`src/pkg/svt_defines.vh`:
```
// constants for the supervision timer: register offsets, field positions, reset values
// assumes an apb slave with 32-bit words at byte addresses
//
// What this block does
// - the counter advances on every rising system clock edge while enabled, no other clock source
// - sixteen time-out lengths, two to the power sixteen through thirty-one cycles
// - first time-out raises the fast interrupt and sets the time-out status flag
// - flag still set at the next time-out asserts a full system reset
// - software enable, lockout and keyed restart guard against stray writes
`ifndef SVT_DEFINES_VH
`define SVT_DEFINES_VH

// ----------------------------------------
// register offsets
// ----------------------------------------
`define SVT_OFS_CTRL 12'h000
`define SVT_OFS_RESTART 12'h004
`define SVT_OFS_STATUS 12'h008
`define SVT_OFS_INT_EN 12'h00c
`define SVT_OFS_INT_CLR 12'h010
`define SVT_OFS_COUNT 12'h014

// ----------------------------------------
// field positions
// ----------------------------------------
`define SVT_CTRL_EN 0
`define SVT_CTRL_LOCK 1
`define SVT_CTRL_SEL_LO 4
`define SVT_CTRL_SEL_HI 7
`define SVT_ST_FLAG 0
`define SVT_ST_RST 1

// ----------------------------------------
// values
// ----------------------------------------
`define SVT_RESTART_KEY 32'h0000_5a5a
`define SVT_SEL_RESET 4'h0
`define SVT_MIN_POW 16
`define SVT_RST_PULSE_NS 160
`define SVT_CLK_NS 10
`define SVT_RST_CYCLES (`SVT_RST_PULSE_NS / `SVT_CLK_NS)

`endif

```
`src/rtl/svt_counter.v`:
```
// free running time-out counter with restart and tap select
// assumes one clock; restart and select are synchronous
`timescale 1ns/1ns
`include "svt_defines.vh"
module svt_counter #(
  parameter CNT_W = 32,
  parameter MIN_POW = `SVT_MIN_POW
) (
  // clock and reset
  input wire pclk,
  input wire presetn,
  // control
  input wire run,
  input wire restart,
  input wire [3:0] sel,
  // status
  output wire timeout,
  output reg [CNT_W-1:0] count_r
);

  localparam [5:0] MIN_POW_W = MIN_POW;
  wire [CNT_W-1:0] count_nxt;
  wire [CNT_W-1:0] one;
  wire [CNT_W-1:0] mask;
  // tap bit index min_pow + sel, the counter wraps to zero one count before reaching it
  wire [5:0] tap_idx;

  assign tap_idx = MIN_POW_W + {2'b00, sel};
  assign one = {{(CNT_W-1){1'b0}}, 1'b1};
  // a mask instead of a variable part-select keeps the compare static
  assign mask = (one << tap_idx) - one;
  assign count_nxt = count_r + one;
  // time-out when the next count would reach two to the selected power
  assign timeout = run && ((count_r & mask) == mask);

  always @(posedge pclk or negedge presetn) begin
    if (!presetn) begin
      count_r <= {CNT_W{1'b0}};
    end else if (restart || !run) begin
      count_r <= {CNT_W{1'b0}};
    end else if (timeout) begin
      count_r <= {CNT_W{1'b0}};
    end else begin
      count_r <= count_nxt;
    end
  end

endmodule // svt_counter

```
`src/rtl/svt_top.v`:
```
// supervision timer: apb registers, two-stage time-out, interrupt and system reset
// assumes apb master on pclk; sys_reset_req is caught by the chip reset logic
`timescale 1ns/1ns
`include "svt_defines.vh"
module svt_top #(
  parameter RST_CYCLES = `SVT_RST_CYCLES,
  parameter MIN_POW = `SVT_MIN_POW
) (
  // apb
  input wire pclk,
  input wire presetn,
  input wire psel,
  input wire penable,
  input wire pwrite,
  input wire [11:0] paddr,
  input wire [31:0] pwdata,
  output reg [31:0] prdata,
  output wire pready,
  output wire pslverr,
  // events
  output wire fast_interrupt_request,
  output reg sys_reset_req_r
);

  // ----------------------------------------
  // register state
  // ----------------------------------------
  localparam [7:0] RST_CNT_INIT = RST_CYCLES;
  reg en_r;
  reg lock_r;
  reg [3:0] sel_r;
  reg [1:0] status_r;
  reg [1:0] int_en_r;
  reg [7:0] rst_cnt_r;
  wire [31:0] count;
  wire timeout;
  wire wr;
  wire rd;
  wire restart;
  wire hit;

  // one-cycle answer; unmapped addresses give pslverr
  function svt_dec;
    input [11:0] a;
    begin
      svt_dec = (a == `SVT_OFS_CTRL) || (a == `SVT_OFS_RESTART) || (a == `SVT_OFS_STATUS) ||
                (a == `SVT_OFS_INT_EN) || (a == `SVT_OFS_INT_CLR) || (a == `SVT_OFS_COUNT);
    end
  endfunction

  assign hit = svt_dec(paddr);
  assign pready = 1'b1;
  assign pslverr = psel && penable && !hit;
  assign wr = psel && penable && pwrite && hit;
  assign rd = psel && !pwrite;
  // only the exact key restarts the counter, stray values do nothing
  assign restart = wr && (paddr == `SVT_OFS_RESTART) && (pwdata == `SVT_RESTART_KEY);

  svt_counter #(
    .CNT_W(32),
    .MIN_POW(MIN_POW)
  ) u_cnt (
    .pclk(pclk),
    .presetn(presetn),
    .run(en_r),
    .restart(restart),
    .sel(sel_r),
    .timeout(timeout),
    .count_r(count)
  );

  // ----------------------------------------
  // control register
  // ----------------------------------------
  always @(posedge pclk or negedge presetn) begin
    if (!presetn) begin
      en_r <= 1'b0;
      lock_r <= 1'b0;
      sel_r <= `SVT_SEL_RESET;
      int_en_r <= 2'h0;
    end else if (wr) begin
      if (paddr == `SVT_OFS_CTRL) begin
        if (!lock_r) begin
          en_r <= pwdata[`SVT_CTRL_EN];
          sel_r <= pwdata[`SVT_CTRL_SEL_HI:`SVT_CTRL_SEL_LO];
          lock_r <= pwdata[`SVT_CTRL_LOCK];
        end else begin
          // locked: only enabling is still allowed, lock stays till reset
          en_r <= en_r | pwdata[`SVT_CTRL_EN];
        end
      end
      if (paddr == `SVT_OFS_INT_EN) begin
        int_en_r <= pwdata[1:0];
      end
    end
  end

  // ----------------------------------------
  // status, two-stage escalation
  // ----------------------------------------
  // set wins over a clear in the same cycle
  always @(posedge pclk or negedge presetn) begin
    if (!presetn) begin
      status_r <= 2'h0;
    end else begin
      status_r[`SVT_ST_FLAG] <= (status_r[`SVT_ST_FLAG] &
        ~(wr && paddr == `SVT_OFS_INT_CLR && pwdata[`SVT_ST_FLAG])) | timeout;
      status_r[`SVT_ST_RST] <= (status_r[`SVT_ST_RST] &
        ~(wr && paddr == `SVT_OFS_INT_CLR && pwdata[`SVT_ST_RST])) |
        (timeout & status_r[`SVT_ST_FLAG]);
    end
  end

  // reset pulse stretched so the chip reset logic sees it
  always @(posedge pclk or negedge presetn) begin
    if (!presetn) begin
      sys_reset_req_r <= 1'b0;
      rst_cnt_r <= 8'h00;
    end else if (timeout && status_r[`SVT_ST_FLAG]) begin
      sys_reset_req_r <= 1'b1;
      rst_cnt_r <= RST_CNT_INIT;
    end else if (rst_cnt_r != 8'h00) begin
      rst_cnt_r <= rst_cnt_r - 8'h01;
      sys_reset_req_r <= (rst_cnt_r != 8'h01);
    end else begin
      sys_reset_req_r <= 1'b0;
    end
  end

  // fast interrupt level while any enabled status bit stands
  assign fast_interrupt_request = |(status_r & int_en_r);

  // ----------------------------------------
  // read data
  // ----------------------------------------
  always @(posedge pclk or negedge presetn) begin
    if (!presetn) begin
      prdata <= 32'h0000_0000;
    end else if (rd && !penable) begin
      case (paddr)
        `SVT_OFS_CTRL: prdata <= {24'h000000, sel_r, 2'b00, lock_r, en_r};
        `SVT_OFS_STATUS: prdata <= {30'h00000000, status_r};
        `SVT_OFS_INT_EN: prdata <= {30'h00000000, int_en_r};
        `SVT_OFS_COUNT: prdata <= count;
        default: prdata <= 32'h0000_0000;
      endcase
    end
  end

endmodule // svt_top

```
`config.mk`:
```
export PLATFORM = sky130hd
export DESIGN_NAME = svt_top
export DESIGN_NICKNAME = d
export VERILOG_FILES = /design/src/rtl/svt_counter.v /design/src/rtl/svt_top.v
export VERILOG_INCLUDE_DIRS = /design/src /design/src/pkg
export SDC_FILE = /design/constraint.sdc
export NUM_CORES = 1
export LEC_CHECK = 0
export BUFFER_PORTS_ARGS = -buffer_cell sky130_fd_sc_hd__buf_2
export CORE_MARGIN = 4
export CORE_UTILIZATION = 49
export DETAILED_ROUTE_END_ITERATION = 8
export GPL_ROUTABILITY_DRIVEN = 0
export GPL_TIMING_DRIVEN = 0
export PLACE_DENSITY = 0.72
export SLEW_MARGIN = 40
export SYNTH_ARGS = -nofsm -noshare
export SYNTH_HDL_FRONTEND = slang
export SYNTH_SLANG_ARGS = --single-unit
```
`constraint.sdc`:
```
create_clock -name pclk -period 8.4 [get_ports pclk]
set_clock_uncertainty 0.2 [all_clocks]
set_input_delay 0.84 -clock pclk [delete_from_list [all_inputs] [get_ports pclk]]
set_output_delay 0.84 -clock pclk [all_outputs]
set_load 0.02 [all_outputs]
```
After elaboration in Yosys (flattened, before gate mapping)
Cells that the tools add are included.

word-level totals
  bits in registers = 83
  output and inout bits = 36
  logic and storage cells = 72
  input bits = 49

operators by class
  add/sub/neg operators = 4
  equal/unequal tests = 8
  mux-type cells = 9
  bitwise logic cells = 11
  shift-type cells = 1
  reduce and logical (&&, ||, !) cells = 30

operators with widths
  kind                                                   count
  one-hot mux 32 bit (4 select lines)                    1
  two-way mux 32 bit                                     2
  adder 32 x 1 -> 32 bit, second input constant          1
  AND 32 bit                                             1
  == test 32 x 15 -> 1 bit, second input constant        1
  == test 32 bit                                         1
  << shifter 1 x 6 -> 32 bit, first input constant       1
  subtractor 32 x 1 -> 32 bit, second input constant     1
  == test 12 x 4 -> 1 bit, second input constant         2
  == test 12 x 5 -> 1 bit, second input constant         2
  two-way mux 8 bit                                      2
  logical AND 1 bit                                      13
  == test 12 x 3 -> 1 bit, second input constant         1
  logical NOT 12 bit                                     1
  inequality test 8 x 1 -> 1 bit, second input constant  1
  nonzero test 8 bit                                     1
  subtractor 8 x 1 -> 8 bit, second input constant       1
  adder 5 x 4 -> 6 bit, first input constant             1
  logical OR 1 bit                                       6
  logical NOT 1 bit                                      4
  two-way mux 1 bit                                      4
  AND reduction 2 bit                                    2
  AND 1 bit                                              3
  inverter 1 bit                                         3
  other kinds (5)                                        7

Depth between registers and ports, before layout
  depth after elaboration = 12
  gate-level depth with buffers = 11
  depth with buffers taken out = 8

Cells and area by module
A second synthesis with hierarchy kept.

second synthesis, totals
  cells, all modules = 420
  area total of the unflattened synthesis = 4,385.5 sq um

modules (own cells, without submodules)
  module       times used  cells each  area an instance (sq um)  sequential area each (sq um)
  svt_top      1           207         2,397.3                   1,276.2
  svt_counter  1           213         1,988.2                   800.8

Worst setup path after synthesis
OpenSTA, ideal clock, no wires.

  kind = register to register
  start = register sel_r[2]
  end = register u_cnt.count_r[23]
  cell stages (with the launch flop) = 12
  setup slack = 5.611 ns
  period minus slack after synthesis = 2.789 ns
  required time = 8.081 ns
  library setup time = 0.119 ns
  arrival = 2.470 ns
  cells stage by stage = dfrtp_1 buf_4 nor2_2 nand3b_1 ha_1 buf_2 xor2_1 o311ai_0 a2111o_1 o41ai_4 buf_6 nor2_1

between the ends
  longest elaborated chain between the ends = 8

RTL lines
  item                           line              source
  start: declaration             svt_top.v:31      reg [3:0] sel_r;
  start signal: assignment       svt_top.v:79      sel_r <= `SVT_SEL_RESET;
  start signal: assignment       svt_top.v:85      sel_r <= pwdata[`SVT_CTRL_SEL_HI:`SVT_CTRL_SEL_LO];
  adder 5 x 4 -> 6 bit *         svt_counter.v:28  assign tap_idx = MIN_POW_W + {2'b00, sel};
  << shifter 1 x 6 -> 32 bit *   svt_counter.v:31  assign mask = (one << tap_idx) - one;
  subtractor 32 x 1 -> 32 bit *  svt_counter.v:31
  AND 32 bit                     svt_counter.v:34  assign timeout = run && ((count_r & mask) == mask);
  == test 32 bit *               svt_counter.v:34
  logical AND 1 bit *            svt_counter.v:34
  two-way mux 32 bit *           svt_counter.v:41  end else if (timeout) begin
  two-way mux 32 bit *           svt_counter.v:39  end else if (restart || !run) begin
  end signal: assignment         svt_counter.v:38  count_r <= {CNT_W{1'b0}};
  end signal: assignment         svt_counter.v:40  count_r <= {CNT_W{1'b0}};
  end signal: assignment         svt_counter.v:42  count_r <= {CNT_W{1'b0}};
  end: declaration               svt_counter.v:18  output reg [CNT_W-1:0] count_r

Mark *: on every way between the ends. The rest lies on a longest branch, timed or not.
A chain may end at the register's enable or synchronous reset.

Final worst setup path
  start = register sel_r[2]
  end = register u_cnt.count_r[27]

Same word-level chain as after synthesis.

==> impl_metrics.yaml <==
clock_network:
  clk_pin_slew_worst_paths_ns: 0.10
  cts_max_level: 3
  post_cts_buffers: 0
  insertion_delay_ns: 0.37
  hold_buffers: 0
  clock-root-buffer: "clkbuf_8"
  clk_path_buf_depth: 2
  cts_tree: "yes"
  cts_resized: 0
  numClockSinks: 83
  cts_made_buffers: 9
grt:
  antenna_found_initial: 0
  globalRouteOverflowTotal: 0
  grt_pass1_vias: 3504
  grt_pass1_wl_mm: 16.38
  grt_usage_pct: 19.96
  grt_max_degree: 62
cells_and_area:
  diodes: 0
  drive_gt1_share_pct: 24.90
  design_area_um2: 5020
  fin_util_pct: 60.49
  final_common_cell: "buf_2"
  syn_to_final_growth_pct: 18.77
  final_nets: 562
  mostFrequentLayoutCells: "buf_2, dfrtp_1, nor2_1"
critical_path:
  r2r_setup_slack_ns: 5.25
  cp-start-kind: "flip-flop"
  critPathArrivalTime_ns: 3.20
  required_ns: 8.45
  critPathKind: "reg -> reg"
  path_max_fanout: 10
  r2r-start: "sel_r[2]"
  startpoint: "sel_r[2]"
  crit_path_end_kind: "flip-flop"
sta:
  layout_min_cycle_time_ns: 3.151
  setup_violations: 0
  min_period_over_period_pct: 37.52
  tns_ns: 0
  relSlewSlack_pct: 47.67
  fmax_ghz: 0.3173
  hold_viol: 0
  tightestPinTransition_ns: 0.7765
  rsz0062_at_grt: "false"
  maxSlewViolCount: 0
power:
  irDropWorstVdd_mv: 0.09275
  p_per_area_nw_per_um2: 162.1
  p_leak_nw: 2.471
yosys:
  synth_seq_area_share_pct: 49.14
  synthTopCellsByArea: "dfrtp_1, a22o_1, xnor2_1, nor2_1, xor2_1"
  synth-async-reset-ratio_pct: 100.0
  synth_top_cell_area_share_pct: 49.14
  synth_edf_count: 0
  ys_types: 59
  ys_ff_latch: 83
  synthFlopType: "dfrtp_1"
  syn_area_um2: 4227
  yosysTopAreaCell: "dfrtp_1"
  yosysWarnings: 0
  synthesis.nets: 467
  netlist_instances: 414
  postSynthAreaPerCell_um2: 10.21
route:
  drt-vias-per-instance: 5.637
  drc: 0
  drtIter0Drc: 142
  dr.pass1.iters: 4
  drt.antenna.violating_nets: 0
  drt-total-wl_mm: 9.621
  wire_per_inst_um: 15.54
  detailroute.via_count: 3489
floorplanning:
  die_w_um: 100.9
  die_area_um2: 10180
  start_util_pct: 50.93
  io_pins: 85
  rows: 33
  coreArea_um2: 8299
  die_h_um: 100.9
place:
  portBuffers: 83
  placed_cell_area_um2: 4815
  dpl.hpwl_mm: 7.099
min_path:
  hold_path.class: "in -> async"
flow_run:
  cap_violations: 0
status:
  status: "finished, final reports clean"
==> state kept, by name, indices dropped and copies added (netlist names) <==
signal	flops
u_cnt.count_r	32
lock_r	1
sel_r	4
int_en_r	2
en_r	1
sys_reset_req_r	1
rst_cnt_r	8
prdata	32
status_r	2
==> metal layers <==
| layer | vias up | GRT usage (%) | wire [um] |
|---|---|---|---|
| met2 | 72 | 33.16 | 4650 |
| li1 | 1687 | - | - |
| met5 | - | 0 | 0 |
| met1 | 1713 | 26.15 | 4457 |
| met3 | 17 | 3.945 | 373 |
| met4 | 0 | 6.632 | 140 |
==> cell type report <==
type                       count  area [um^2]
buffer                        24        136.4
clock buffer                   9        123.9
clock inverter                 7        81.33
fill                         718         3279
inverter                      11        41.29
multi-input combinational    296         1979
sequential                    83         2077
tap                          105        131.4
timing repair buffer          84        449.2
==> cells in the mapped netlist (10+ instances only) <==
| cell type | count |
|---|---|
| dfrtp_1 | 83 |
| nor2_1 | 52 |
| a22o_1 | 27 |
| nand2_1 | 27 |
| xnor2_1 | 25 |
| nor4_1 | 16 |
| o21ai_0 | 15 |
| nand3_1 | 12 |
| xor2_1 | 12 |
| and3_1 | 11 |
| inv_1 | 11 |
| nand4_1 | 11 |
| clkbuf_1 | 10 |
==> kinds of logic after synthesis <==
family / Yosys count / synth area share, %
AO/OA/AOI/OAI: 75 / 14.12
XOR/XNOR: 37 / 7.667
adder cells (fa/ha/maj): 4 / 1.184
buffers and inverters: 35 / 4.204
flip-flops: 83 / 49.14
multiplexers: 7 / 1.776
other: 1 / 0.08872
AND/OR/NAND/NOR: 172 / 21.82
==> through the flow <==
stage	total power, W	instances	hold WS (ns)	setup slack [ns]
6_report	0.0008136	619	0.1097	5.249
5_1_grt	0.0008515	619	0.1099	5.103
4_1_cts	0.0008210	619	0.1120	5.264
3_5_place_dp	0.0005252	603	0.2777	5.281
3_3_place_gp	0.0005185	602	0.2602	5.271
2_1_floorplan	0.0004872	414	0.2505	5.611
==> power by group <==
group / internal, W / switching [W]
clock network: 0.000142 / 0.000154
registers: 0.000415 / 0.0000216
logic: 0.0000347 / 0.0000462
total: 0.000592 / 0.000222
==> critical path, stage by stage, from the launching register on <==
cell,delay [ns]
dfrtp_1,0.41
buf_4,0.19
nor2_2,0.15
nand3b_1,0.09
ha_1,0.18
buf_2,0.17
xor2_1,0.13
o311ai_0,0.12
a2111o_1,0.48
o41ai_4,0.62
buf_6,0.22
nor2_1,0.06
==> path summary, 6_finish.rpt <==
| check | depth (start not counted) | end |
|---|---|---|
| worst max-delay path | 11 | u_cnt.count_r[27] |
| worst max register to register | 11 | u_cnt.count_r[27] |
| worst min-delay path | 1 | prdata[3] |
| max in group asynchronous | 2 | sel_r[2] |
| worst min register to register | 2 | prdata[5] |
| min in group pclk | 2 | prdata[5] |
Note: power is estimated with default switching activity, not from simulation.
